File: src/verilog/cirb_pkg.sv
// Package: register map, reset values and serial frame constants of the config bank
package cirb_pkg;

	////////////////////////////////////////////////////////////////////////////
	// Widths
	localparam int ADDR_W  = 10; // Register offset width
	localparam int DATA_W  = 8;  // Register width
	localparam int INSTR_W = 16; // Instruction word width
	localparam int FREQ_W  = 16; // Converter clock setting width
	localparam int PWR_W   = 2;  // Power state field width
	localparam int CNT_W   = 4;  // Bit counter width
	localparam int SLOT_W  = 4;  // Storage slot index width
	localparam int RW_BIT  = 15; // Read flag position in the instruction

	localparam logic [CNT_W-1:0] INSTR_LAST = 4'hF; // Last instruction bit
	localparam logic [CNT_W-1:0] DATA_LAST  = 4'h7; // Last data bit

	////////////////////////////////////////////////////////////////////////////
	// Register offsets
	localparam logic [ADDR_W-1:0] OFS_FORMAT    = 10'h000;
	localparam logic [ADDR_W-1:0] OFS_POWER     = 10'h002;
	localparam logic [ADDR_W-1:0] OFS_CLASS     = 10'h003;
	localparam logic [ADDR_W-1:0] OFS_CODE_LO   = 10'h004;
	localparam logic [ADDR_W-1:0] OFS_CODE_HI   = 10'h005;
	localparam logic [ADDR_W-1:0] OFS_GRADE     = 10'h006;
	localparam logic [ADDR_W-1:0] OFS_MAKER_LO  = 10'h00C;
	localparam logic [ADDR_W-1:0] OFS_MAKER_HI  = 10'h00D;
	localparam logic [ADDR_W-1:0] OFS_FREQ_LO   = 10'h100;
	localparam logic [ADDR_W-1:0] OFS_FREQ_HI   = 10'h101;
	localparam logic [ADDR_W-1:0] OFS_OSC_CAL_R = 10'h2A5;
	localparam logic [ADDR_W-1:0] OFS_OSC_BIAS  = 10'h2AA;
	localparam logic [ADDR_W-1:0] OFS_OSC_CAL   = 10'h2AB;
	localparam logic [ADDR_W-1:0] OFS_CP_CUR    = 10'h2AC;
	localparam logic [ADDR_W-1:0] OFS_CP_CAL_EN = 10'h2AD;
	localparam logic [ADDR_W-1:0] OFS_OSC_VAR   = 10'h2B7;
	localparam logic [ADDR_W-1:0] OFS_REF_DIV   = 10'h2BB;
	localparam logic [ADDR_W-1:0] OFS_SYN_STAT  = 10'h2BC;
	localparam logic [ADDR_W-1:0] OFS_LINK_STAT = 10'h2DC;
	localparam logic [ADDR_W-1:0] OFS_SHUF_CTRL = 10'h340;
	localparam logic [ADDR_W-1:0] OFS_SHUF_TH_A = 10'h342;
	localparam logic [ADDR_W-1:0] OFS_SHUF_TH_B = 10'h343;

	////////////////////////////////////////////////////////////////////////////
	// Format register fields and fixed values
	localparam int FMT_RST_HI = 7;
	localparam int FMT_LSB_HI = 6;
	localparam int FMT_4W_HI  = 4;
	localparam int FMT_4W_LO  = 3;
	localparam int FMT_LSB_LO = 1;
	localparam int FMT_RST_LO = 0;
	localparam logic [DATA_W-1:0] FMT_RESET  = 8'h18;
	localparam logic [DATA_W-1:0] STAT_RESET = 8'h80;
	localparam logic [DATA_W-1:0] TH_B_RESET = 8'h00;
	localparam logic [2:0]        SYNC_RESET = 3'h2; // Chip select idles high

	// Power state field codes
	typedef enum logic [PWR_W-1:0] {
		PWR_NORMAL  = 2'h0,
		PWR_UNUSED  = 2'h1,
		PWR_STANDBY = 2'h2,
		PWR_SLEEP   = 2'h3
	} cirb_pwr_e;

	////////////////////////////////////////////////////////////////////////////
	// Writable storage slots
	localparam int NUM_SLOTS = 13;
	localparam logic [SLOT_W-1:0] SLOT_POWER   = 4'h0;
	localparam logic [SLOT_W-1:0] SLOT_FREQ_LO = 4'h1;
	localparam logic [SLOT_W-1:0] SLOT_FREQ_HI = 4'h2;
	localparam logic [ADDR_W-1:0] SLOT_ADDR [NUM_SLOTS] = '{OFS_POWER, OFS_FREQ_LO, OFS_FREQ_HI,
		OFS_OSC_CAL_R, OFS_OSC_BIAS, OFS_OSC_CAL, OFS_CP_CUR, OFS_CP_CAL_EN, OFS_OSC_VAR,
		OFS_REF_DIV, OFS_SHUF_CTRL, OFS_SHUF_TH_A, OFS_SHUF_TH_B};
	localparam logic [DATA_W-1:0] SLOT_RST [NUM_SLOTS] = '{8'h00, 8'h10, 8'h0E, 8'h00, 8'h37,
		8'hC0, 8'h19, 8'h00, 8'hD0, 8'hB9, 8'h03, 8'hF5, TH_B_RESET};
	localparam logic [DATA_W-1:0] SLOT_MASK [NUM_SLOTS] = '{8'h03, 8'hFF, 8'hFF, 8'hFF, 8'hFF,
		8'hFF, 8'hFF, 8'hFF, 8'hFF, 8'hFF, 8'hFF, 8'hFF, 8'hFF};

endpackage

File: src/verilog/cirb_reg_if.sv
// Interface: carrier between the serial port engine and the register storage
`timescale 1ns/1ns
interface cirb_reg_if;
	logic                           wr;         // One-cycle write strobe
	logic                           rd;         // One-cycle read strobe
	logic [cirb_pkg::ADDR_W-1:0]    addr;       // Register offset
	logic [cirb_pkg::DATA_W-1:0]    wdata;      // Write byte
	logic [cirb_pkg::DATA_W-1:0]    rdata;      // Read byte, valid after rd
	logic                           lsb_first;  // Bit order setting
	logic                           four_wire;  // Separate output pin setting
	cirb_pkg::cirb_pwr_e            power_mode; // Effective power state
	logic [cirb_pkg::FREQ_W-1:0]    conv_freq;  // Converter clock setting

	// Engine side
	modport port (output wr, rd, addr, wdata,
		input rdata, lsb_first, four_wire, power_mode, conv_freq);
	// Storage side
	modport regs (input wr, rd, addr, wdata,
		output rdata, lsb_first, four_wire, power_mode, conv_freq);
endinterface
File: src/verilog/cirb_config_id_bank.sv
// Top: serial control port engine of the configuration and identification bank
//
// Overview of operation
// - Writing reset bit restores defaults, self-clears
// - Bit order flag shifts both directions LSB-first
// - Four-wire flag sends reads on output pin
// - Low format bits mirror the high ones
// - Power field: normal, standby, sleep; 01 unused
// - Read-only eight-bit device class code
// - Read-only device code, low byte first
// - Read-only revision high nibble, grade low
// - Read-only maker code in two bytes
// - Sixteen-bit converter clock setting, 1 MHz units
//
// Frame: chip select low, 16-bit instruction (read flag at the top, offset
// in the low bits), then one data byte. Extra clocks are ignored.
`timescale 1ns/1ns
module cirb_config_id_bank
	import cirb_pkg::*;
#(
	parameter logic [DATA_W-1:0] DEVICE_CLASS = 8'h5A,    // Arbitrary value
	parameter logic [FREQ_W-1:0] DEVICE_CODE  = 16'h1234, // Arbitrary value
	parameter logic [3:0]        SILICON_REV  = 4'h2,     // Arbitrary value
	parameter logic [3:0]        SPEED_GRADE  = 4'h1,     // Arbitrary value
	parameter logic [FREQ_W-1:0] MAKER_CODE   = 16'h7E9C  // Arbitrary value
) (
	input  wire logic              CLK_IN,
	input  wire logic              RESET_N_IN,
	input  wire logic              CE_IN,
	input  wire logic              SCLK_IN,
	input  wire logic              CS_N_IN,
	input  wire logic              SDIO_IN,
	output logic                   SDIO_OUT,
	output logic                   SDIO_OE_OUT,
	output logic                   SDO_OUT,
	output logic                   SDO_OE_OUT,
	output logic [PWR_W-1:0]       POWER_MODE_OUT,
	output logic [FREQ_W-1:0]      CONV_CLK_FREQ_OUT
);
	// Frame phases
	typedef enum logic [1:0] {
		ST_INSTR,
		ST_DATA,
		ST_DONE
	} cirb_frame_e;

	cirb_reg_if rif ();

	logic [2:0]         pins_s;         // Synchronised pins
	logic               sclk_s;         // Serial clock, synchronised
	logic               cs_n_s;         // Chip select, synchronised
	logic               sdio_s;         // Serial data in, synchronised
	logic               rise;           // Serial clock rising
	logic               fall;           // Serial clock falling
	logic [INSTR_W-1:0] shifted;        // Shifter with the new bit
	cirb_frame_e        state;          // Frame phase
	cirb_frame_e        next_state;
	logic [CNT_W-1:0]   cnt;            // Bits taken in this phase
	logic [CNT_W-1:0]   next_cnt;
	logic [INSTR_W-1:0] sr;             // Receive shifter
	logic [INSTR_W-1:0] next_sr;
	logic               is_read;        // Frame is a read
	logic               next_is_read;
	logic [ADDR_W-1:0]  addr;           // Latched offset
	logic [ADDR_W-1:0]  next_addr;
	logic [DATA_W-1:0]  wdata;          // Received byte
	logic [DATA_W-1:0]  next_wdata;
	logic               wr;             // Write strobe
	logic               next_wr;
	logic               rd;             // Read strobe
	logic               next_rd;
	logic [1:0]         load_pipe;      // Waits for the read byte
	logic [1:0]         next_load_pipe;
	logic [DATA_W-1:0]  osr;            // Transmit shifter
	logic [DATA_W-1:0]  next_osr;
	logic               sclk_q;         // Previous serial clock
	logic               next_sclk_q;
	logic               sdio_out;       // Three-wire read data
	logic               next_sdio_out;
	logic               sdio_oe;        // Three-wire drive
	logic               next_sdio_oe;
	logic               sdo_out;        // Four-wire read data
	logic               next_sdo_out;
	logic               sdo_oe;         // Four-wire drive
	logic               next_sdo_oe;

	// Shift one bit in, in either order
	function automatic logic [INSTR_W-1:0] shift_bit(input logic [INSTR_W-1:0] v,
		input logic b, input logic lsb);
		shift_bit = lsb ? {b, v[INSTR_W-1:1]} : {v[INSTR_W-2:0], b};
	endfunction

	// Mirror a byte so the transmitter always shifts from the top
	function automatic logic [DATA_W-1:0] bit_rev(input logic [DATA_W-1:0] v);
		for (int i = 0; i < DATA_W; i++) begin
			bit_rev[i] = v[DATA_W-1-i];
		end
	endfunction

	////////////////////////////////////////////////////////////////////////////
	// Pin synchronisers and storage
	cirb_pin_sync #(
		.WIDTH   (3),
		.RST_VAL (SYNC_RESET)
	) u_sync (
		.clk_in   (CLK_IN),
		.rst_n_in (RESET_N_IN),
		.ce_in    (CE_IN),
		.async_in ({SCLK_IN, CS_N_IN, SDIO_IN}),
		.sync_out (pins_s)
	);

	cirb_reg_file #(
		.DEV_CLASS (DEVICE_CLASS),
		.DEV_CODE  (DEVICE_CODE),
		.REVISION  (SILICON_REV),
		.GRADE     (SPEED_GRADE),
		.MAKER     (MAKER_CODE)
	) u_regs (
		.clk_in   (CLK_IN),
		.rst_n_in (RESET_N_IN),
		.ce_in    (CE_IN),
		.rif      (rif.regs)
	);

	assign sclk_s = pins_s[2];
	assign cs_n_s = pins_s[1];
	assign sdio_s = pins_s[0];
	assign rise   = sclk_s && !sclk_q;
	assign fall   = !sclk_s && sclk_q;

	////////////////////////////////////////////////////////////////////////////
	// Frame engine, next values
	always_comb begin
		next_state     = state;
		next_cnt       = cnt;
		next_sr        = sr;
		next_is_read   = is_read;
		next_addr      = addr;
		next_wdata     = wdata;
		next_wr        = 1'b0;
		next_rd        = 1'b0;
		next_load_pipe = {load_pipe[0], 1'b0};
		next_osr       = osr;
		next_sclk_q    = sclk_s;
		next_sdio_out  = sdio_out;
		next_sdio_oe   = sdio_oe;
		next_sdo_out   = sdo_out;
		next_sdo_oe    = sdo_oe;
		shifted        = shift_bit(sr, sdio_s, rif.lsb_first);
		if (cs_n_s) begin
			// Deselected: abandon the frame, release both pins
			next_state     = ST_INSTR;
			next_cnt       = '0;
			next_load_pipe = '0;
			next_sdio_oe   = 1'b0;
			next_sdo_oe    = 1'b0;
			next_sdio_out  = 1'b0;
			next_sdo_out   = 1'b0;
		end else begin
			if (load_pipe[1]) begin
				next_osr = rif.lsb_first ? bit_rev(rif.rdata) : rif.rdata;
				next_sdo_oe  = rif.four_wire;
				next_sdio_oe = !rif.four_wire;
			end
			// Read data changes on the falling edge, host samples on rising
			if (fall && is_read && state != ST_INSTR) begin
				next_sdio_out = osr[DATA_W-1];
				next_sdo_out  = osr[DATA_W-1];
				next_osr      = {osr[DATA_W-2:0], 1'b0};
			end
			if (rise) begin
				unique case (state)
					ST_INSTR: begin
						next_sr  = shifted;
						next_cnt = cnt + 4'h1;
						if (cnt == INSTR_LAST) begin
							next_is_read      = shifted[RW_BIT];
							next_addr         = shifted[ADDR_W-1:0];
							next_rd           = shifted[RW_BIT];
							next_load_pipe[0] = shifted[RW_BIT];
							next_cnt          = '0;
							next_state        = ST_DATA;
						end
					end
					ST_DATA: begin
						next_sr  = shifted;
						next_cnt = cnt + 4'h1;
						if (cnt == DATA_LAST) begin
							next_state = ST_DONE;
							if (!is_read) begin
								next_wr    = 1'b1;
								next_wdata = rif.lsb_first ? shifted[INSTR_W-1 -: DATA_W] : shifted[DATA_W-1:0];
							end
						end
					end
					// Clocks beyond the byte are ignored until deselect
					ST_DONE: begin
						next_cnt = cnt;
					end
				endcase
			end
		end
	end

	////////////////////////////////////////////////////////////////////////////
	// Frame engine flops
	always_ff @(posedge CLK_IN or negedge RESET_N_IN) begin
		if (!RESET_N_IN) begin
			state     <= ST_INSTR;
			cnt       <= '0;
			sr        <= '0;
			is_read   <= 1'b0;
			addr      <= '0;
			wdata     <= '0;
			wr        <= 1'b0;
			rd        <= 1'b0;
			load_pipe <= '0;
			osr       <= '0;
			sclk_q    <= 1'b0;
			sdio_out  <= 1'b0;
			sdio_oe   <= 1'b0;
			sdo_out   <= 1'b0;
			sdo_oe    <= 1'b0;
		end else if (CE_IN) begin
			state     <= next_state;
			cnt       <= next_cnt;
			sr        <= next_sr;
			is_read   <= next_is_read;
			addr      <= next_addr;
			wdata     <= next_wdata;
			wr        <= next_wr;
			rd        <= next_rd;
			load_pipe <= next_load_pipe;
			osr       <= next_osr;
			sclk_q    <= next_sclk_q;
			sdio_out  <= next_sdio_out;
			sdio_oe   <= next_sdio_oe;
			sdo_out   <= next_sdo_out;
			sdo_oe    <= next_sdo_oe;
		end
	end

	////////////////////////////////////////////////////////////////////////////
	// Outputs, all from flops
	assign rif.wr            = wr;
	assign rif.rd            = rd;
	assign rif.addr          = addr;
	assign rif.wdata         = wdata;
	assign SDIO_OUT          = sdio_out;
	assign SDIO_OE_OUT       = sdio_oe;
	assign SDO_OUT           = sdo_out;
	assign SDO_OE_OUT        = sdo_oe;
	assign POWER_MODE_OUT    = rif.power_mode;
	assign CONV_CLK_FREQ_OUT = rif.conv_freq;

	////////////////////////////////////////////////////////////////////////////
	// Checks
	property p_lsb_load;
		@(posedge CLK_IN) disable iff (!RESET_N_IN)
		CE_IN && load_pipe[1] && !cs_n_s && !fall && rif.lsb_first |=> osr == bit_rev($past(rif.rdata));
	endproperty
	a_lsb_load: assert property (p_lsb_load) else $error("read byte not reversed");

	property p_pin_select;
		@(posedge CLK_IN) disable iff (!RESET_N_IN)
		SDO_OE_OUT || SDIO_OE_OUT |-> SDO_OE_OUT == rif.four_wire && SDIO_OE_OUT != SDO_OE_OUT;
	endproperty
	a_pin_select: assert property (p_pin_select) else $error("read data on wrong pin");

	property p_mirror;
		@(posedge CLK_IN) disable iff (!RESET_N_IN)
		CE_IN && rif.rd && rif.addr == OFS_FORMAT |=> rif.rdata[FMT_RST_LO] == rif.rdata[FMT_RST_HI]
		&& rif.rdata[FMT_LSB_LO] == rif.rdata[FMT_LSB_HI] && rif.rdata[FMT_4W_LO] == rif.rdata[FMT_4W_HI];
	endproperty
	a_mirror: assert property (p_mirror) else $error("format mirror mismatch");

	property p_class_ro;
		@(posedge CLK_IN) disable iff (!RESET_N_IN)
		CE_IN && rif.rd && rif.addr == OFS_CLASS |=> rif.rdata == DEVICE_CLASS;
	endproperty
	a_class_ro: assert property (p_class_ro) else $error("class code read wrong");

	property p_maker_ro;
		@(posedge CLK_IN) disable iff (!RESET_N_IN)
		CE_IN && rif.rd && rif.addr == OFS_MAKER_HI |=> rif.rdata == MAKER_CODE[FREQ_W-1:DATA_W];
	endproperty
	a_maker_ro: assert property (p_maker_ro) else $error("maker code read wrong");

	property p_freq_write;
		@(posedge CLK_IN) disable iff (!RESET_N_IN)
		CE_IN && rif.wr && rif.addr == OFS_FREQ_LO |=> CONV_CLK_FREQ_OUT[DATA_W-1:0] == $past(rif.wdata);
	endproperty
	a_freq_write: assert property (p_freq_write) else $error("frequency low byte lost");

	property p_byte_commit;
		@(posedge CLK_IN) disable iff (!RESET_N_IN)
		rif.wr |-> state == ST_DONE && !is_read && !rif.rd;
	endproperty
	a_byte_commit: assert property (p_byte_commit) else $error("write outside byte end");
endmodule

File: src/verilog/cirb_pin_sync.sv
// Two-stage synchroniser for the serial port pins
`timescale 1ns/1ns
module cirb_pin_sync #(
	parameter int               WIDTH   = 1,
	parameter logic [WIDTH-1:0] RST_VAL = '0
) (
	input  wire logic             clk_in,
	input  wire logic             rst_n_in,
	input  wire logic             ce_in,
	input  wire logic [WIDTH-1:0] async_in,
	output logic      [WIDTH-1:0] sync_out
);
	logic [WIDTH-1:0] meta; // First stage, read only by the second

	////////////////////////////////////////////////////////////////////////////
	// One pair of flops per pin
	genvar g;
	generate
		for (g = 0; g < WIDTH; g++) begin : g_bit
			// Pins are asynchronous to the clock
			always_ff @(posedge clk_in or negedge rst_n_in) begin
				if (!rst_n_in) begin
					meta[g]     <= RST_VAL[g];
					sync_out[g] <= RST_VAL[g];
				end else if (ce_in) begin
					meta[g]     <= async_in[g];
					sync_out[g] <= meta[g];
				end
			end
		end
	endgenerate
endmodule

File: src/verilog/cirb_reg_file.sv
// Register storage, read mux and soft reset of the config bank
`timescale 1ns/1ns
module cirb_reg_file
	import cirb_pkg::*;
#(
	parameter logic [DATA_W-1:0] DEV_CLASS = 8'h5A,    // Arbitrary value
	parameter logic [FREQ_W-1:0] DEV_CODE  = 16'h1234, // Arbitrary value
	parameter logic [3:0]        REVISION  = 4'h2,     // Arbitrary value
	parameter logic [3:0]        GRADE     = 4'h1,     // Arbitrary value
	parameter logic [FREQ_W-1:0] MAKER     = 16'h7E9C  // Arbitrary value
) (
	input  wire logic clk_in,
	input  wire logic rst_n_in,
	input  wire logic ce_in,
	cirb_reg_if.regs  rif
);
	logic [DATA_W-1:0] mem      [NUM_SLOTS]; // Writable bytes
	logic [DATA_W-1:0] next_mem [NUM_SLOTS];
	logic              lsb_first;            // Bit order
	logic              next_lsb_first;
	logic              four_wire;            // Output pin select
	logic              next_four_wire;
	logic [DATA_W-1:0] rdata;                // Registered read byte
	logic [DATA_W-1:0] next_rdata;
	cirb_pwr_e         power;                // Effective power state
	cirb_pwr_e         next_power;
	logic [SLOT_W:0]   hit;                  // Slot match and index
	logic [DATA_W-1:0] fmt;                  // Format byte as read
	logic              soft_rst;             // Soft reset request

	// Offset to storage slot, used by read and write
	function automatic logic [SLOT_W:0] slot_of(input logic [ADDR_W-1:0] a);
		slot_of = '0;
		for (int i = 0; i < NUM_SLOTS; i++) begin
			if (SLOT_ADDR[i] == a) begin
				slot_of = {1'b1, SLOT_W'(i)};
			end
		end
	endfunction

	////////////////////////////////////////////////////////////////////////////
	// Next state of the storage
	always_comb begin
		hit            = slot_of(rif.addr);
		next_mem       = mem;
		next_lsb_first = lsb_first;
		next_four_wire = four_wire;
		next_rdata     = rdata;
		fmt             = '0;
		fmt[FMT_LSB_HI] = lsb_first;
		fmt[FMT_LSB_LO] = lsb_first;
		fmt[FMT_4W_HI]  = four_wire;
		fmt[FMT_4W_LO]  = four_wire;
		// Either mirror of the reset bit triggers it
		soft_rst = rif.wr && rif.addr == OFS_FORMAT && (rif.wdata[FMT_RST_HI] || rif.wdata[FMT_RST_LO]);
		if (rif.rd) begin
			case (rif.addr)
				OFS_FORMAT:    next_rdata = fmt;
				OFS_CLASS:     next_rdata = DEV_CLASS;
				OFS_CODE_LO:   next_rdata = DEV_CODE[DATA_W-1:0];
				OFS_CODE_HI:   next_rdata = DEV_CODE[FREQ_W-1:DATA_W];
				OFS_GRADE:     next_rdata = {REVISION, GRADE};
				OFS_MAKER_LO:  next_rdata = MAKER[DATA_W-1:0];
				OFS_MAKER_HI:  next_rdata = MAKER[FREQ_W-1:DATA_W];
				OFS_SYN_STAT:  next_rdata = STAT_RESET;
				OFS_LINK_STAT: next_rdata = STAT_RESET;
				default:       next_rdata = hit[SLOT_W] ? mem[hit[SLOT_W-1:0]] : '0;
			endcase
		end
		if (soft_rst) begin
			next_mem       = SLOT_RST;
			next_lsb_first = FMT_RESET[FMT_LSB_HI];
			next_four_wire = FMT_RESET[FMT_4W_HI];
		end else if (rif.wr) begin
			if (rif.addr == OFS_FORMAT) begin
				next_lsb_first = rif.wdata[FMT_LSB_HI] || rif.wdata[FMT_LSB_LO];
				next_four_wire = rif.wdata[FMT_4W_HI] || rif.wdata[FMT_4W_LO];
			end else if (hit[SLOT_W]) begin
				next_mem[hit[SLOT_W-1:0]] = rif.wdata & SLOT_MASK[hit[SLOT_W-1:0]];
			end
		end
		next_power = cirb_pwr_e'(next_mem[SLOT_POWER][PWR_W-1:0]);
		if (next_power == PWR_UNUSED) begin
			next_power = PWR_NORMAL;
		end
	end

	////////////////////////////////////////////////////////////////////////////
	// Storage flops
	always_ff @(posedge clk_in or negedge rst_n_in) begin
		if (!rst_n_in) begin
			mem       <= SLOT_RST;
			lsb_first <= FMT_RESET[FMT_LSB_HI];
			four_wire <= FMT_RESET[FMT_4W_HI];
			rdata     <= '0;
			power     <= PWR_NORMAL;
		end else if (ce_in) begin
			mem       <= next_mem;
			lsb_first <= next_lsb_first;
			four_wire <= next_four_wire;
			rdata     <= next_rdata;
			power     <= next_power;
		end
	end

	assign rif.rdata      = rdata;
	assign rif.lsb_first  = lsb_first;
	assign rif.four_wire  = four_wire;
	assign rif.power_mode = power;
	assign rif.conv_freq  = {mem[SLOT_FREQ_HI], mem[SLOT_FREQ_LO]};

	////////////////////////////////////////////////////////////////////////////
	// Checks
	property p_soft_reset;
		@(posedge clk_in) disable iff (!rst_n_in)
		ce_in && rif.wr && rif.addr == OFS_FORMAT && (rif.wdata[FMT_RST_HI] || rif.wdata[FMT_RST_LO])
		|=> rif.conv_freq == {SLOT_RST[SLOT_FREQ_HI], SLOT_RST[SLOT_FREQ_LO]} && rif.four_wire && !rif.lsb_first;
	endproperty
	a_soft_reset: assert property (p_soft_reset) else $error("soft reset left a non-default");

	property p_sleep_mode;
		@(posedge clk_in) disable iff (!rst_n_in)
		ce_in && rif.wr && rif.addr == OFS_POWER && rif.wdata[PWR_W-1:0] == PWR_SLEEP
		|=> rif.power_mode == PWR_SLEEP ##1 rif.power_mode != PWR_UNUSED;
	endproperty
	a_sleep_mode: assert property (p_sleep_mode) else $error("power state not taken");

	// Unused code is stored but must run as normal operation
	property p_unused_code;
		@(posedge clk_in) disable iff (!rst_n_in)
		ce_in && rif.wr && rif.addr == OFS_POWER && rif.wdata[PWR_W-1:0] == PWR_UNUSED
		|=> rif.power_mode == PWR_NORMAL;
	endproperty
	a_unused_code: assert property (p_unused_code) else $error("unused power code not normal");
endmodule

File: config.mk
export PLATFORM = sky130hd
export DESIGN_NAME = cirb_config_id_bank
export DESIGN_NICKNAME = d
export VERILOG_FILES = /design/src/verilog/cirb_pkg.sv /design/src/verilog/cirb_reg_if.sv /design/src/verilog/cirb_config_id_bank.sv /design/src/verilog/cirb_pin_sync.sv /design/src/verilog/cirb_reg_file.sv
export SDC_FILE = /design/constraint.sdc
export NUM_CORES = 1
export LEC_CHECK = 0
export ABC_AREA = 0
export ABC_CLOCK_PERIOD_IN_PS = 2550
export BUFFER_PORTS_ARGS = -buffer_cell sky130_fd_sc_hd__buf_2
export CORE_MARGIN = 5
export CORE_UTILIZATION = 40
export DETAILED_ROUTE_END_ITERATION = 7
export REMOVE_ABC_BUFFERS = 1
export SYNTH_ARGS = -nofsm -noshare
export SYNTH_HDL_FRONTEND = slang
export SYNTH_SLANG_ARGS = --single-unit
File: constraint.sdc
create_clock -name CLK_IN -period 2.55 [get_ports CLK_IN]
set_clock_uncertainty 0.1 [all_clocks]
set_input_delay 0.1275 -clock CLK_IN [delete_from_list [all_inputs] [get_ports CLK_IN]]
set_output_delay 0.1275 -clock CLK_IN [all_outputs]
set_load 0.1 [all_outputs]
### Word-level counts from Yosys, hierarchy flattened

Memories as Yosys holds them, arrays and structs flattened.
Cells that the tools add are included.
Widths: inputs -> output; s select.

* $add $sub $neg: 1
* multiply operators: 0
* div/mod/pow operators: 0
* $lt $le $gt $ge: 2
* equality and inequality tests: 30
* shift operators: 0
* mux-type cells: 64
* bitwise logic cells: 4
* reduce and logical (&&, ||, !) cells: 37

Operators with widths (number)
* $mux 104: 4
* $bwmux 104: 1
* $eq 10x10->1 const A: 10
* $mux 8: 10
* $mux 5: 13
* $pmux 8 s8: 1
* $bmux 8 s4: 1
* $demux 8 s4: 1
* $eq 10x3->1 const B: 3
* $mux 1: 22
* $eq 10x10->1 const B: 2
* $eq 10x4->1 const B: 2
* $eq 9x10->1 const A: 2
* $mux 16: 1
* $reduce_bool 2->1: 8
* $mux 4: 3
* $eq 10x2->1 const B: 1
* $eq 2x10->1 const A: 1
* $logic_not 10->1: 1
* $mux 2: 5
* $reduce_and 5->1: 2
* $reduce_and 3->1: 3
* $and 8x8->8: 1
* $pmux 4 s2: 1
* other kinds (21): 39

* register bits: 179
* latch bits: 0
* memory bits (writable): 0
* ROM bits: 128
* output and inout bits: 22
* memories: 1

Memory list
* (no name shown): words 16, width 8, rd ports 1, clocked after memory_dff 0, wr ports 0, RTL line cirb_reg_file.sv:79 `next_mem[hit[SLOT_W-1:0]] = rif.wdata & SLOT_MASK[hit[SLOT_W-1:0]];`

### Depth between registers and ports, before layout

Gate-level depths: netlist (run 1).

* depth after elaboration: 26
* mapped depth: 13
* depth with buffers taken out: 7

### Modules after synthesis

From an unflattened synthesis (run 1), not the netlist that was laid out.

* cell total of the unflattened synthesis: 944
* area, all modules: 9208.8 µm²

Modules (own cells, without submodules)
* cirb_reg_file: instances 1, cells each 682, area each 6246.0 µm², seq. area each 2941.6 µm²
* cirb_config_id_bank: instances 1, cells each 249, area each 2708.8 µm², seq. area each 1401.3 µm²
* cirb_pin_sync: instances 1, cells each 13, area each 254.0 µm², seq. area each 152.6 µm²

### Worst setup path before layout (run 1)

Ideal clock, no wire load.

* path type: flip-flop to flip-flop
* from: register addr[4]
* to: register u_regs.mem (netlist bit u_regs.rif.conv_freq[13])
* library setup time: 0.125 ns
* arrival time: 2.607 ns
* setup slack: -0.281 ns
* stages on the path, launching flop included: 11
* buffers on the path: 3
* clock period less this slack: 2.831 ns
* path through: dfrtp_1 > buf_2 > or4b_4 > nor3_1 > nor4_4 > and2_1 > buf_2 > a21o_1 > buf_6 > a21oi_4 > mux2_2

* word-level cells in the longest chain between the ends: 23

RTL lines
* start, declared: RTL line cirb_config_id_bank.sv:64 `logic [ADDR_W-1:0] addr;`
* start signal, assigned: RTL line cirb_config_id_bank.sv:230 `addr <= next_addr;`
* $eq 9x10->1: RTL line cirb_reg_file.sv:35 `if (SLOT_ADDR[i] == a) begin`
* $mux 5 (12 in a row): RTL line cirb_reg_file.sv:35
* $not 4->5 (not written as such): RTL line cirb_reg_file.sv:79
* $mem_v2 16x8, or another cell as far along
* $mux 8 (not written as such) or $logic_and 1x1->1 (tied branches): RTL line cirb_reg_file.sv:79
* $mux 8 (not written as such): RTL line cirb_reg_file.sv:79
* $and 8x8->8 or $demux 8 s4 (tied branches): RTL line cirb_reg_file.sv:79
* $bwmux 104: RTL line cirb_reg_file.sv:79
* $mux 104: RTL line cirb_reg_file.sv:78 `end else if (hit[SLOT_W]) begin`
* $mux 104: RTL line cirb_reg_file.sv:75 `if (rif.addr == OFS_FORMAT) begin`
* $mux 104: RTL line cirb_reg_file.sv:74 `end else if (rif.wr) begin`
* $mux 104: RTL line cirb_reg_file.sv:70 `if (soft_rst) begin`
* end signal, assigned: RTL line cirb_reg_file.sv:98 `mem <= next_mem;`
* end, declared: RTL line cirb_reg_file.sv:17 `logic [DATA_W-1:0] mem [NUM_SLOTS];`

Parallel ways exist; a longest one is shown, timed or not. The select of a mux whose other input is x is not followed.
A chain may end at the register's enable or synchronous reset.

### Worst setup path in the final report (run 1)

* from: register addr[5]
* to: register u_regs.rdata[7], in the netlist u_regs.rif.rdata[7]

* word-level cells in the longest chain between the ends: 19

RTL lines
* $eq 9x10->1: RTL line cirb_reg_file.sv:35
* $mux 5 (12 in a row): RTL line cirb_reg_file.sv:35
* $not 4->5 (not written as such): RTL line cirb_reg_file.sv:67 `default: next_rdata = hit[SLOT_W] ? mem[hit[SLOT_W-1:0]] : '0;`
* $bmux 8 s4: RTL line cirb_reg_file.sv:67
* $mux 8 (not written as such) (2 in a row): RTL line cirb_reg_file.sv:67
* $mux 8: RTL line cirb_reg_file.sv:67
* $pmux 8 s8 (*): RTL line cirb_reg_file.sv:57 `case (rif.addr)`
* end signal, assigned: RTL line cirb_reg_file.sv:101 `rdata <= next_rdata;`
* end, declared: RTL line cirb_reg_file.sv:23 `logic [DATA_W-1:0] rdata;`

Every way passes the cells marked *; elsewhere a longest branch is shown, timed or not. The select of a mux whose other input is x is not followed.

==> metrics.txt, run 1 <==
# TYPE chip_impl_metric gauge
chip_impl_info{name="path_class",value="flip-flop to flip-flop"} 1
chip_impl_metric{name="rr_worst_depth",unit=""} 8
chip_impl_metric{name="floorplan.core_area",unit="sq mm"} 0.02333
chip_impl_info{name="crit_chain",value="or4b_4, or3_4, o2111ai_4, buf_12, mux2_2, o22a_1, mux2i_2, o21ai_1"} 1
chip_impl_metric{name="crit_path_max_fanout",unit=""} 7
chip_impl_info{name="worstSetupEndpoint",value="u_regs.rif.rdata[7]$_DFFE_PN0P_"} 1
chip_impl_metric{name="timing.final.crit_share",unit=""} 1.128
chip_impl_info{name="violated_checks",value="negative setup slack"} 1
chip_impl_metric{name="final_layout_size_suffix_gt1_frac",unit=""} 0.4087
chip_impl_info{name="worst_setup_path_startpoint",value="addr[5]$_DFFE_PN0P_"} 1
chip_impl_info{name="cpMaxStageDelayCell",value="sky130_fd_sc_hd__or4b_4"} 1
chip_impl_metric{name="first_global_vias",unit=""} 8258
chip_impl_metric{name="detail_route.drc_violations",unit=""} 0
chip_impl_metric{name="area_delta_synth_final",unit="%"} 35.89
chip_impl_metric{name="gp_congestion",unit=""} 0.9431
chip_impl_metric{name="initial_antenna_violation_count",unit=""} 0
chip_impl_metric{name="postSynthCellCount",unit=""} 954
chip_impl_metric{name="final_design_utilization",unit=""} 0.5472
chip_impl_metric{name="multi_input_logic_area",unit="sq mm"} 0.005180
chip_impl_info{name="worst_r2r_startpoint",value="addr[5]$_DFFE_PN0P_"} 1
chip_impl_metric{name="layout.nets",unit=""} 1139
chip_impl_metric{name="cp_slowest_stage_delay",unit="ns"} 0.57
chip_impl_metric{name="fmaxAchievable",unit="MHz"} 347.6
chip_impl_metric{name="grt_first_pass_wirelength",unit="um"} 47870
chip_impl_metric{name="drv.max_cap_violation_count",unit=""} 0
chip_impl_metric{name="fillers",unit=""} 2000
chip_impl_metric{name="mappedNetlistArea",unit="sq mm"} 0.009395
chip_impl_metric{name="flop_and_latch_count_out_of_synthesis",unit=""} 177
chip_impl_info{name="ys.flop_type",value="sky130_fd_sc_hd__dfrtp_1"} 1
chip_impl_metric{name="clock_sinks",unit=""} 177
chip_impl_metric{name="track_usage",unit=""} 0.2339
chip_impl_metric{name="placed_area",unit="sq mm"} 0.01087
chip_impl_metric{name="worst-endpoint-arrival",unit="ns"} 3.08
chip_impl_metric{name="initialDrtViolationCount",unit=""} 843
chip_impl_metric{name="die_area",unit="sq mm"} 0.02665
chip_impl_info{name="timing.critical_path.from_type",value="flip-flop"} 1
chip_impl_info{name="tritoncts",value="built"} 1
chip_impl_metric{name="clkTransAtPathRegs",unit="ns"} 0.07
chip_impl_metric{name="timing_worst_slew_pin_value",unit="ns"} 0.7342
chip_impl_metric{name="yosysSeqAreaShare",unit=""} 0.4758
chip_impl_metric{name="average_wire_length_per_cell_after_detail_routing",unit="um"} 21.15
chip_impl_metric{name="clk-insertion-delay-late",unit="ns"} 0.43
chip_impl_metric{name="totalPowerFinal",unit="mW"} 6.889
chip_impl_metric{name="final.setup.worst_slack",unit="ns"} -0.3273
chip_impl_metric{name="timing.final.hold_violations",unit=""} 0
chip_impl_metric{name="start_util",unit=""} 0.4027
chip_impl_metric{name="postSynthAreaPerCell",unit="sq um"} 9.848
chip_impl_metric{name="timing_max_transition_violations_final",unit=""} 0
chip_impl_metric{name="reg2reg_slack",unit="ns"} -0.33
chip_impl_metric{name="finish.instance_area",unit="sq mm"} 0.01277
chip_impl_info{name="min_path_type",value="primary input to flip-flop"} 1
chip_impl_metric{name="synth-async-reset-ratio",unit=""} 1.000
chip_impl_metric{name="grt_overflow",unit=""} 0
chip_impl_metric{name="yosys_synthesis_warning_count",unit=""} 0
chip_impl_info{name="endpoint_kind_of_the_worst_setup_timing_path",value="flip-flop"} 1
chip_impl_metric{name="placement.setup.worst_slack",unit="ns"} -0.4822
chip_impl_metric{name="vert_die_dim",unit="um"} 163.3
chip_impl_metric{name="cts_inserted_buffers",unit=""} 17
chip_impl_metric{name="vias_per_cell",unit=""} 5.671
chip_impl_metric{name="drt_wl_total",unit="um"} 30960
chip_impl_metric{name="cp.required",unit="ns"} 2.76
chip_impl_metric{name="detailroute.via_count",unit=""} 8302
chip_impl_metric{name="fin_crit_period",unit="ns"} 2.877
chip_impl_metric{name="clock_tree.htree_level_count",unit=""} 4
chip_impl_metric{name="seq_area",unit="sq mm"} 0.004472
chip_impl_metric{name="floorplan.rows",unit=""} 56
chip_impl_metric{name="maximum_number_of_pins_on_one_net_before_global_route_repair",unit=""} 73
chip_impl_info{name="cts_root_buffer",value="sky130_fd_sc_hd__clkbuf_16"} 1
chip_impl_metric{name="io-pin-count",unit=""} 28
chip_impl_metric{name="peak_supply_drop",unit="mV"} 0.4579
chip_impl_metric{name="antenna-diode-count",unit=""} 0
chip_impl_info{name="r2r_end",value="u_regs.rif.rdata[7]$_DFFE_PN0P_"} 1
chip_impl_metric{name="worst_slew_margin_rel",unit=""} 0.5105
chip_impl_metric{name="leakagePower",unit="nW"} 5.411
chip_impl_metric{name="port_buffers",unit=""} 27
chip_impl_metric{name="yosys.cell_types.count",unit=""} 73
chip_impl_metric{name="hpwlAfterDp",unit="um"} 21310
chip_impl_metric{name="ratio_of_total_power_to_cell_area",unit="mW/mm^2"} 539.6
chip_impl_metric{name="drt_pre_antenna_iters",unit=""} 5
chip_impl_info{name="setup_repair_after_global_routing_missed_its_margin",value="true"} 1
chip_impl_info{name="run_status",value="finished, violations left"} 1
chip_impl_metric{name="synth_edf_count",unit=""} 0
chip_impl_metric{name="die_x",unit="um"} 163.3
chip_impl_metric{name="final_antenna_net_count",unit=""} 0
chip_impl_metric{name="setup-violations-final",unit=""} 110
chip_impl_metric{name="clockBufferDepth",unit=""} 2
[cell usage after synthesis, types with 3 or more instances]
cell type                   count  area [sq um]
sky130_fd_sc_hd__o21ai_0       95         475.5
sky130_fd_sc_hd__or2_2          4         25.02
sky130_fd_sc_hd__o41ai_1        3         26.28
sky130_fd_sc_hd__nor4_1         4         25.02
sky130_fd_sc_hd__a22o_1         4         35.03
sky130_fd_sc_hd__clkbuf_1      33         123.9
sky130_fd_sc_hd__o2111ai_1      4         35.03
sky130_fd_sc_hd__o31ai_1        5         37.54
sky130_fd_sc_hd__o21ai_1        6         30.03
sky130_fd_sc_hd__and3_1         6         37.54
sky130_fd_sc_hd__dfrtp_1      144          3603
sky130_fd_sc_hd__nor3b_1        5         37.54
sky130_fd_sc_hd__buf_4         24         180.2
sky130_fd_sc_hd__nor2b_1       14         87.58
sky130_fd_sc_hd__a32oi_1        4         35.03
sky130_fd_sc_hd__o21ai_2        3         26.28
sky130_fd_sc_hd__a211oi_1       3         22.52
sky130_fd_sc_hd__nor3_1        17         85.08
sky130_fd_sc_hd__mux2i_1       56         560.5
sky130_fd_sc_hd__mux2_2        61         686.9
sky130_fd_sc_hd__nand2b_1       8         50.05
sky130_fd_sc_hd__and2_1        16         100.1
sky130_fd_sc_hd__nor2_1        70         262.8
sky130_fd_sc_hd__o22ai_1       10         62.56
sky130_fd_sc_hd__nor4b_1        4         35.03
sky130_fd_sc_hd__nand2_1      103         386.6
sky130_fd_sc_hd__a21o_1         4         30.03
sky130_fd_sc_hd__nand3_1       15         75.07
sky130_fd_sc_hd__buf_2         14         70.07
sky130_fd_sc_hd__inv_1         14         52.55
sky130_fd_sc_hd__nor2_4         3         33.78
sky130_fd_sc_hd__nand4_1        5         31.28
sky130_fd_sc_hd__a22oi_1       10         75.07
sky130_fd_sc_hd__o2bb2ai_1     14         122.6
sky130_fd_sc_hd__a21oi_1       75         375.4
sky130_fd_sc_hd__dfstp_2       33         867.1
sky130_fd_sc_hd__or3_1          4         25.02
sky130_fd_sc_hd__a31oi_1        7         43.79
[where the power goes]
group / switching [mW] / internal, mW / total, mW
sequential: 0.249 / 3.05 / 3.30
clock: 1.20 / 1.59 / 2.80
combinational: 0.486 / 0.309 / 0.795
total: 1.94 / 4.95 / 6.89
[layout by cell type (no fill, tap or decap), types with 9 or more instances in the layout]
cell type / count
sky130_fd_sc_hd__dfstp_2: 33
sky130_fd_sc_hd__mux2i_1: 50
sky130_fd_sc_hd__buf_4: 151
sky130_fd_sc_hd__nor3_1: 15
sky130_fd_sc_hd__nand2_2: 14
sky130_fd_sc_hd__o22ai_1: 9
sky130_fd_sc_hd__and2_1: 9
sky130_fd_sc_hd__a21oi_1: 73
sky130_fd_sc_hd__dfrtp_1: 143
sky130_fd_sc_hd__nand3_1: 11
sky130_fd_sc_hd__nand2_1: 86
sky130_fd_sc_hd__o21ai_1: 37
sky130_fd_sc_hd__mux2_4: 34
sky130_fd_sc_hd__o21ai_2: 9
sky130_fd_sc_hd__buf_6: 32
sky130_fd_sc_hd__nor2b_1: 14
sky130_fd_sc_hd__mux2_2: 29
sky130_fd_sc_hd__o21ai_0: 54
sky130_fd_sc_hd__nor2_1: 66
sky130_fd_sc_hd__buf_2: 26
sky130_fd_sc_hd__buf_12: 14
sky130_fd_sc_hd__clkbuf_16: 18
sky130_fd_sc_hd__inv_1: 14
[through the flow]
step           setup TNS [ns]  std cells  hold slack (ns)
2_1_floorplan         -131.78        879          -0.2681
3_3_place_gp           -15.49       1386          0.09563
3_5_place_dp           -18.02       1386          0.09551
6_report               -15.04       1464          0.06142
5_1_grt                -22.75       1464          0.05915
4_1_cts                -12.60       1454          0.03819
[final cells by class]
class	count	share of cell area
inverter	15	0.004410
clock buffer	19	0.03469
tap	319	0.03126
multi-input combinational	689	0.4057
timing repair buffer	232	0.1599
sequential	177	0.3503
clock inverter	13	0.01372
[cell families after synthesis]
| logic type | share of synthesized area |
|---|---|
| simple gates | 0.1586 |
| compound gates | 0.1763 |
| flops | 0.4758 |
| mux | 0.1352 |
| buf+inv | 0.04901 |
| xor+xnor | 0.003730 |
| fa+ha+maj | 0.001332 |
[sequential cells by signal, summed over array words and instances, names as in the netlist, 4 cells and up]
signal and count:
u_regs.mem 87, rif.wdata 8, addr 10, u_regs.rif.rdata 8, sr 16, osr 8, cnt 4, u_regs.rif.conv_freq 16
[worst max-delay path: cells and delay by family, from the launching register on]
family	cells	cell delay, ns
flops	1	0.41
compound gates	3	0.52
mux	2	0.56
buf+inv	1	0.17
simple gates	2	0.99
[how the worst min path moves through the flow]
| stage | cells past startpoint | slack [ns] | end | from |
|---|---|---|---|---|
| 2_1_floorplan | 0 | -0.27 | SDIO_OE_OUT$_DFFE_PN0P_ | RESET_N_IN |
| 3_3_place_gp | 1 | 0.1 | sr[14]$_DFFE_PN0P_ | RESET_N_IN |
| 3_5_place_dp | 1 | 0.1 | sr[14]$_DFFE_PN0P_ | RESET_N_IN |
| 4_1_cts | 3 | 0.04 | u_regs.mem[23]$_DFFE_PN0P_ | CE_IN |
| 5_1_grt | 3 | 0.06 | u_regs.mem[21]$_DFFE_PN0P_ | CE_IN |
| 6_report | 3 | 0.06 | u_regs.mem[21]$_DFFE_PN0P_ | CE_IN |
[metal layers]
metal	wire, um	share of wire	global-route usage
met5	0	0	0
met4	991	0.032	0.08120
met3	1917	0.062	0.03608
met2	14190	0.46	0.3642
met1	13860	0.45	0.3335
[what timing repair did]
action / CTS / global route
buffers inserted: 28 / 14
gates cloned: 5 / 1
pin swaps: 60 / 22
hold buffers: 4 / 0
endpoints found under the hold margin: 48 / 0
resized for setup: 188 / 52
setup endpoints to repair: 104 / 113
Power figures use the tool's default switching activity.
==> run 2, diff against run 1 <==
Settings changed: CORE_MARGIN 5 to default.
==> metrics.txt, run 2 (same netlist as run 1, synthesis figures left out) <==
# TYPE chip_impl_metric gauge
chip_impl_metric{name="timing.final.hold_violations",unit=""} 0
chip_impl_metric{name="switching_share",unit=""} 0.2989
chip_impl_metric{name="layout.nets",unit=""} 1142
chip_impl_info{name="path_class",value="flip-flop to flip-flop"} 1
chip_impl_info{name="r2r_end",value="u_regs.rif.rdata[7]$_DFFE_PN0P_"} 1
chip_impl_info{name="min_path_type",value="primary input to asynchronous set/reset pin"} 1
chip_impl_metric{name="clockBufferDepth",unit=""} 2
chip_impl_metric{name="timing_max_transition_violations_final",unit=""} 0
chip_impl_metric{name="combinationalPowerShare",unit=""} 0.119
chip_impl_metric{name="setup-violations-final",unit=""} 89
chip_impl_metric{name="grt_overflow",unit=""} 0
chip_impl_metric{name="gp_congestion",unit=""} 0.9696
chip_impl_metric{name="power_frac_clock",unit=""} 0.396
chip_impl_metric{name="io-pin-count",unit=""} 28
chip_impl_metric{name="initial_antenna_violation_count",unit=""} 0
chip_impl_metric{name="reg2reg_slack",unit="ns"} -0.22
chip_impl_info{name="final_common_cell",value="sky130_fd_sc_hd__buf_4"} 1
chip_impl_info{name="most-common-layout-cells",value="sky130_fd_sc_hd__buf_4, sky130_fd_sc_hd__dfrtp_1, sky130_fd_sc_hd__nand2_1, sky130_fd_sc_hd__a21oi_1, sky130_fd_sc_hd__nor2_1"} 1
chip_impl_metric{name="detailroute.via_count",unit=""} 8255
chip_impl_metric{name="fillers",unit=""} 1930
chip_impl_metric{name="detail_route.drc_violations",unit=""} 0
chip_impl_metric{name="rr_worst_depth",unit=""} 9
chip_impl_info{name="worst_r2r_startpoint",value="addr[4]$_DFFE_PN0P_"} 1
chip_impl_metric{name="first_global_vias",unit=""} 8149
chip_impl_metric{name="final.setup.worst_slack",unit="ns"} -0.2244
chip_impl_metric{name="cp_slowest_stage_delay",unit="ns"} 0.58
chip_impl_metric{name="cp.required",unit="ns"} 2.76
chip_impl_metric{name="power.sequential.fraction",unit=""} 0.485
chip_impl_metric{name="timing.final.crit_share",unit=""} 1.088
chip_impl_metric{name="leakagePower",unit="nW"} 5.400
chip_impl_info{name="crit_chain",value="or4b_4, or3_4, o2111ai_4, buf_12, buf_6, mux2_4, o22a_1, mux2i_1, o21ai_1"} 1
chip_impl_metric{name="final_layout_size_suffix_gt1_frac",unit=""} 0.4216
chip_impl_metric{name="fmaxAchievable",unit="MHz"} 360.4
chip_impl_metric{name="vert_die_dim",unit="um"} 155.3
chip_impl_metric{name="die_x",unit="um"} 155.3
chip_impl_metric{name="clk-insertion-delay-late",unit="ns"} 0.44
chip_impl_metric{name="clkTransAtPathRegs",unit="ns"} 0.07
chip_impl_metric{name="worst-endpoint-arrival",unit="ns"} 2.98
chip_impl_metric{name="grt_first_pass_wirelength",unit="um"} 48290
chip_impl_metric{name="ratio_of_total_power_to_cell_area",unit="mW/mm^2"} 531.8
chip_impl_info{name="timing.critical_path.from_type",value="flip-flop"} 1
chip_impl_metric{name="port_buffers",unit=""} 27
chip_impl_metric{name="area_delta_synth_final",unit="%"} 35.93
chip_impl_info{name="setup_repair_after_global_routing_missed_its_margin",value="true"} 1
chip_impl_metric{name="p_int",unit="mW"} 4.762
chip_impl_info{name="tritoncts",value="built"} 1
chip_impl_metric{name="crit_path_max_fanout",unit=""} 4
chip_impl_info{name="cpMaxStageDelayCell",value="sky130_fd_sc_hd__or4b_4"} 1
chip_impl_metric{name="timing_worst_slew_pin_value",unit="ns"} 0.6510
chip_impl_metric{name="antenna-diode-count",unit=""} 0
chip_impl_metric{name="vias_per_cell",unit=""} 5.650
chip_impl_info{name="endpoint_kind_of_the_worst_setup_timing_path",value="flip-flop"} 1
chip_impl_info{name="run_status",value="finished, violations left"} 1
chip_impl_metric{name="drv.max_cap_violation_count",unit=""} 0
chip_impl_metric{name="clock_sinks",unit=""} 177
chip_impl_metric{name="fin_crit_period",unit="ns"} 2.774
chip_impl_metric{name="cts_inserted_buffers",unit=""} 17
chip_impl_metric{name="track_usage",unit=""} 0.2662
chip_impl_metric{name="die_area",unit="sq mm"} 0.02411
chip_impl_metric{name="drt_wl_total",unit="um"} 31100
chip_impl_info{name="registers.top_by_ff_count",value="u_regs.mem"} 1
chip_impl_metric{name="floorplan.core_area",unit="sq mm"} 0.02285
chip_impl_metric{name="hpwlAfterDp",unit="um"} 21770
chip_impl_metric{name="worst_slew_margin_rel",unit=""} 0.5660
chip_impl_metric{name="final_design_utilization",unit=""} 0.5590
chip_impl_metric{name="p_switching",unit="mW"} 2.030
chip_impl_metric{name="totalPowerFinal",unit="mW"} 6.792
chip_impl_metric{name="average_wire_length_per_cell_after_detail_routing",unit="um"} 21.29
chip_impl_metric{name="maximum_number_of_pins_on_one_net_before_global_route_repair",unit=""} 64
chip_impl_metric{name="drt_pre_antenna_iters",unit=""} 5
chip_impl_metric{name="placement.setup.worst_slack",unit="ns"} -0.4842
chip_impl_metric{name="peak_supply_drop",unit="mV"} 0.3808
chip_impl_metric{name="initialDrtViolationCount",unit=""} 725
chip_impl_metric{name="start_util",unit=""} 0.4112
chip_impl_metric{name="floorplan.rows",unit=""} 55
chip_impl_metric{name="largest_register_ffs",unit=""} 87
chip_impl_metric{name="clock_tree.htree_level_count",unit=""} 4
chip_impl_metric{name="final_antenna_net_count",unit=""} 0
chip_impl_metric{name="hold_ws",unit="ns"} 0.1632
chip_impl_info{name="cts_root_buffer",value="sky130_fd_sc_hd__clkbuf_16"} 1
chip_impl_info{name="violated_checks",value="negative setup slack"} 1
-- run 2: power groups by stage --
stage	registers (mW)	logic, mW	clock network, mW
3_5_place_dp	3.35	0.789	0
2_1_floorplan	3.34	0.476	0
4_1_cts	3.29	0.807	2.73
6_report	3.30	0.806	2.69
5_1_grt	3.33	0.904	2.83
3_3_place_gp	3.34	0.770	0
-- run 2: cell type report --
class,instances,area (sq um),area share
clock buffers,17,425.4,0.03331
clock inverters,15,177.7,0.01391
inverters,15,56.30,0.004409
multi-input cells,689,5215,0.4083
flip-flops and latches,177,4471,0.3501
well taps,313,391.6,0.03067
repair buffers,235,2034,0.1593
-- run 2: critical path: cells and delay by family, from the launching register on --
kind,cells,cell delay (ns)
and+or+nand+nor,2,1.00
muxes,2,0.46
AOI/OAI and AO/OA,3,0.42
DFF,1,0.40
buffers and inverters,2,0.28
-- run 2: worst max path at each step --
stage	start	to
global route	addr[5]$_DFFE_PN0P_	u_regs.rif.rdata[6]$_DFFE_PN0P_
CTS	addr[5]$_DFFE_PN0P_	u_regs.rif.rdata[0]$_DFFE_PN0P_
floorplan	sclk_q$_DFFE_PN0P_	is_read$_DFFE_PN0P_
global placement	addr[5]$_DFFE_PN0P_	u_regs.rif.rdata[6]$_DFFE_PN0P_
finish	addr[4]$_DFFE_PN0P_	u_regs.rif.rdata[7]$_DFFE_PN0P_
detailed placement	addr[5]$_DFFE_PN0P_	u_regs.rif.rdata[0]$_DFFE_PN0P_
-- run 2: per-stage QoR --
step | cells | TNS, ns | cell area, sq um
finish | 1461 | -9.962 | 12770
global route | 1461 | -15.90 | 12770
CTS | 1451 | -10.16 | 12350
detailed placement | 1386 | -18.25 | 10910
global placement | 1386 | -14.05 | 10910
floorplan | 879 | -131.78 | 8991
-- run 2: routing by layer --
layer  GRT usage  up-vias  share of wire
met5           0        -              0
met2      0.4189      286           0.46
met1      0.3697     4094           0.45
met4      0.1008        0          0.039
met3     0.04123       79          0.051
li1            -     3796              -
-- run 2: what timing repair did --
item | CTS | global route
endpoints found under the hold margin | 60 | 0
resized for setup | 134 | 102
cloned | 5 | 1
setup endpoints to repair | 101 | 109
hold buffers | 5 | 0
setup buffers | 27 | 12
pin swaps | 48 | 42
==> run 3, diff against run 2 <==
Settings changed: ABC_CLOCK_PERIOD_IN_PS 2550 to default, CTS_BUF_LIST from default to sky130_fd_sc_hd__clkbuf_8.
==> metrics.txt, run 3 (same netlist as run 1, synthesis figures left out) <==
# TYPE chip_impl_metric gauge
chip_impl_info{name="run_status",value="finished, violations left"} 1
chip_impl_info{name="violated_checks",value="negative setup slack"} 1
chip_impl_metric{name="port_buffers",unit=""} 27
chip_impl_metric{name="timing_max_transition_violations_final",unit=""} 0
chip_impl_metric{name="cp.required",unit="ns"} 2.80
chip_impl_metric{name="vias_per_cell",unit=""} 5.726
chip_impl_metric{name="clkTransAtPathRegs",unit="ns"} 0.10
chip_impl_metric{name="detail_route.drc_violations",unit=""} 0
chip_impl_metric{name="worst_slew_margin_rel",unit=""} 0.5667
chip_impl_info{name="final_common_cell",value="sky130_fd_sc_hd__buf_4"} 1
chip_impl_metric{name="leakagePower",unit="nW"} 5.308
chip_impl_metric{name="floorplan.core_area",unit="sq mm"} 0.02285
chip_impl_metric{name="vert_die_dim",unit="um"} 155.3
chip_impl_metric{name="crit_path_max_fanout",unit=""} 6
chip_impl_metric{name="final_antenna_net_count",unit=""} 0
chip_impl_metric{name="antenna-diode-count",unit=""} 0
chip_impl_info{name="timing.critical_path.from_type",value="flip-flop"} 1
chip_impl_metric{name="first_global_vias",unit=""} 8074
chip_impl_metric{name="hpwlAfterDp",unit="um"} 21770
chip_impl_metric{name="die_x",unit="um"} 155.3
chip_impl_metric{name="initial_antenna_violation_count",unit=""} 0
chip_impl_metric{name="final_design_utilization",unit=""} 0.5529
chip_impl_metric{name="fillers",unit=""} 1959
chip_impl_metric{name="floorplan.rows",unit=""} 55
chip_impl_metric{name="track_usage",unit=""} 0.2597
chip_impl_info{name="most-common-layout-cells",value="sky130_fd_sc_hd__buf_4, sky130_fd_sc_hd__dfrtp_1, sky130_fd_sc_hd__nand2_1, sky130_fd_sc_hd__a21oi_1, sky130_fd_sc_hd__nor2_1"} 1
chip_impl_metric{name="cp_slowest_stage_delay",unit="ns"} 0.58
chip_impl_metric{name="start_util",unit=""} 0.4112
chip_impl_info{name="registers.top_by_ff_count",value="u_regs.mem"} 1
chip_impl_info{name="setup_repair_after_global_routing_missed_its_margin",value="true"} 1
chip_impl_info{name="min_path_type",value="primary input to asynchronous set/reset pin"} 1
chip_impl_info{name="endpoint_kind_of_the_worst_setup_timing_path",value="flip-flop"} 1
chip_impl_metric{name="io-pin-count",unit=""} 28
chip_impl_metric{name="ratio_of_total_power_to_cell_area",unit="mW/mm^2"} 485.9
chip_impl_metric{name="gp_congestion",unit=""} 0.9696
chip_impl_metric{name="cts_inserted_buffers",unit=""} 17
chip_impl_metric{name="layout.nets",unit=""} 1138
chip_impl_metric{name="fin_setup_tns",unit="ns"} -15.16
chip_impl_metric{name="area_delta_synth_final",unit="%"} 34.45
chip_impl_metric{name="drt_wl_total",unit="um"} 30850
chip_impl_metric{name="drt_pre_antenna_iters",unit=""} 5
chip_impl_metric{name="largest_register_ffs",unit=""} 87
chip_impl_metric{name="clk-insertion-delay-late",unit="ns"} 0.47
chip_impl_metric{name="final.setup.worst_slack",unit="ns"} -0.2573
chip_impl_info{name="cts_root_buffer",value="sky130_fd_sc_hd__clkbuf_8"} 1
chip_impl_metric{name="maximum_number_of_pins_on_one_net_before_global_route_repair",unit=""} 64
chip_impl_metric{name="clock_sinks",unit=""} 177
chip_impl_metric{name="clock_tree.htree_level_count",unit=""} 4
chip_impl_info{name="crit_chain",value="or4b_4, or3_4, o2111ai_4, buf_6, buf_6, mux2i_1, mux2i_1, o22ai_1, nor3_1"} 1
chip_impl_metric{name="final_layout_size_suffix_gt1_frac",unit=""} 0.4240
chip_impl_info{name="cpMaxStageDelayCell",value="sky130_fd_sc_hd__or4b_4"} 1
chip_impl_metric{name="setup-violations-final",unit=""} 95
chip_impl_metric{name="peak_supply_drop",unit="mV"} 0.4037
chip_impl_metric{name="fin_crit_period",unit="ns"} 2.807
chip_impl_metric{name="grt_first_pass_wirelength",unit="um"} 47430
chip_impl_metric{name="drv.max_cap_violation_count",unit=""} 0
chip_impl_metric{name="average_wire_length_per_cell_after_detail_routing",unit="um"} 21.18
chip_impl_metric{name="timing.final.hold_violations",unit=""} 0
chip_impl_metric{name="worst-endpoint-arrival",unit="ns"} 3.06
chip_impl_info{name="tritoncts",value="built"} 1
chip_impl_metric{name="die_area",unit="sq mm"} 0.02411
chip_impl_metric{name="initialDrtViolationCount",unit=""} 825
chip_impl_metric{name="clockBufferDepth",unit=""} 2
chip_impl_metric{name="grt_overflow",unit=""} 0
chip_impl_metric{name="timing.final.crit_share",unit=""} 1.101
chip_impl_info{name="path_class",value="flip-flop to flip-flop"} 1
chip_impl_metric{name="fmaxAchievable",unit="MHz"} 356.2
chip_impl_metric{name="timing_worst_slew_pin_value",unit="ns"} 0.6499
chip_impl_metric{name="detailroute.via_count",unit=""} 8343
run 3: final timing paths:
check                                           start                                   to  slack, ns  depth (start not counted)
max                               addr[5]$_DFFE_PN0P_      u_regs.rif.rdata[1]$_DFFE_PN0P_      -0.26                          9
min                                        RESET_N_IN                   sr[10]$_DFFE_PN0P_       0.11                          2
max reg2reg                       addr[5]$_DFFE_PN0P_      u_regs.rif.rdata[1]$_DFFE_PN0P_      -0.26                          9
min reg2reg                u_regs.mem[17]$_DFFE_PN1P_           u_regs.mem[17]$_DFFE_PN1P_       0.39                          2
max in group asynchronous                  RESET_N_IN  u_regs.rif.conv_freq[9]$_DFFE_PN1P_       1.39                          3
min in group CLK_IN                           SDIO_IN           u_sync.meta[0]$_DFFE_PN0P_       0.31                          3
run 3: per-stage QoR:
stage / power [mW] / setup WS [ns] / instance area, sq um / hold WS [ns] / instances
detailed placement: 4.134 / -0.4842 / 10910 / 0.07336 / 1386
global placement: 4.107 / -0.4427 / 10910 / 0.08076 / 1386
CTS: 6.161 / -0.2617 / 12060 / 0.1214 / 1442
finish: 6.137 / -0.2573 / 12630 / 0.1141 / 1457
floorplan: 3.816 / -2.365 / 8991 / -0.2681 / 879
global route: 6.404 / -0.3268 / 12630 / 0.1474 / 1457
run 3: report_power, final:
group          switching [mW]  total (mW)  leakage, nW  internal (mW)
clock                    1.21        2.03        0.193          0.823
combinational           0.491       0.809         2.88          0.318
sequential              0.248        3.29         2.24           3.05
total                    1.95        6.14         5.31           4.19
run 3: worst max-delay path: cells and delay by family (launching register included):
family / cells / cell delay, ns
AOI/OAI and AO/OA: 2 / 0.34
and+or+nand+nor: 3 / 1.09
buffers and inverters: 2 / 0.34
muxes: 2 / 0.41
DFF: 1 / 0.41
run 3: repair_timing:
| action | 4_1_cts | 5_1_grt |
|---|---|---|
| buffers inserted | 18 | 17 |
| gates cloned | 5 | 0 |
| hold endpoints to repair | 62 | 0 |
| pin swaps | 28 | 50 |
| hold buffers | 5 | 0 |
| setup endpoints to repair | 101 | 114 |
| resized for setup | 119 | 147 |
run 3: per-layer routing:
| metal | part of all wire | wire length (um) | global-route usage |
|---|---|---|---|
| met1 | 0.45 | 14000 | 0.3634 |
| met3 | 0.051 | 1584 | 0.03677 |
| met5 | 0 | 0 | 0 |
| met4 | 0.030 | 938 | 0.09524 |
| met2 | 0.46 | 14330 | 0.4097 |
run 3: cell type report:
class	count	area, sq um	share of cell area
multi-input combinational	689	5283	0.4182
clock inverter	15	177.7	0.01406
sequential	177	4471	0.3539
inverter	15	56.30	0.004457
timing repair buffer	231	2019	0.1599
clock buffer	17	234.0	0.01852
tap	313	391.6	0.03100
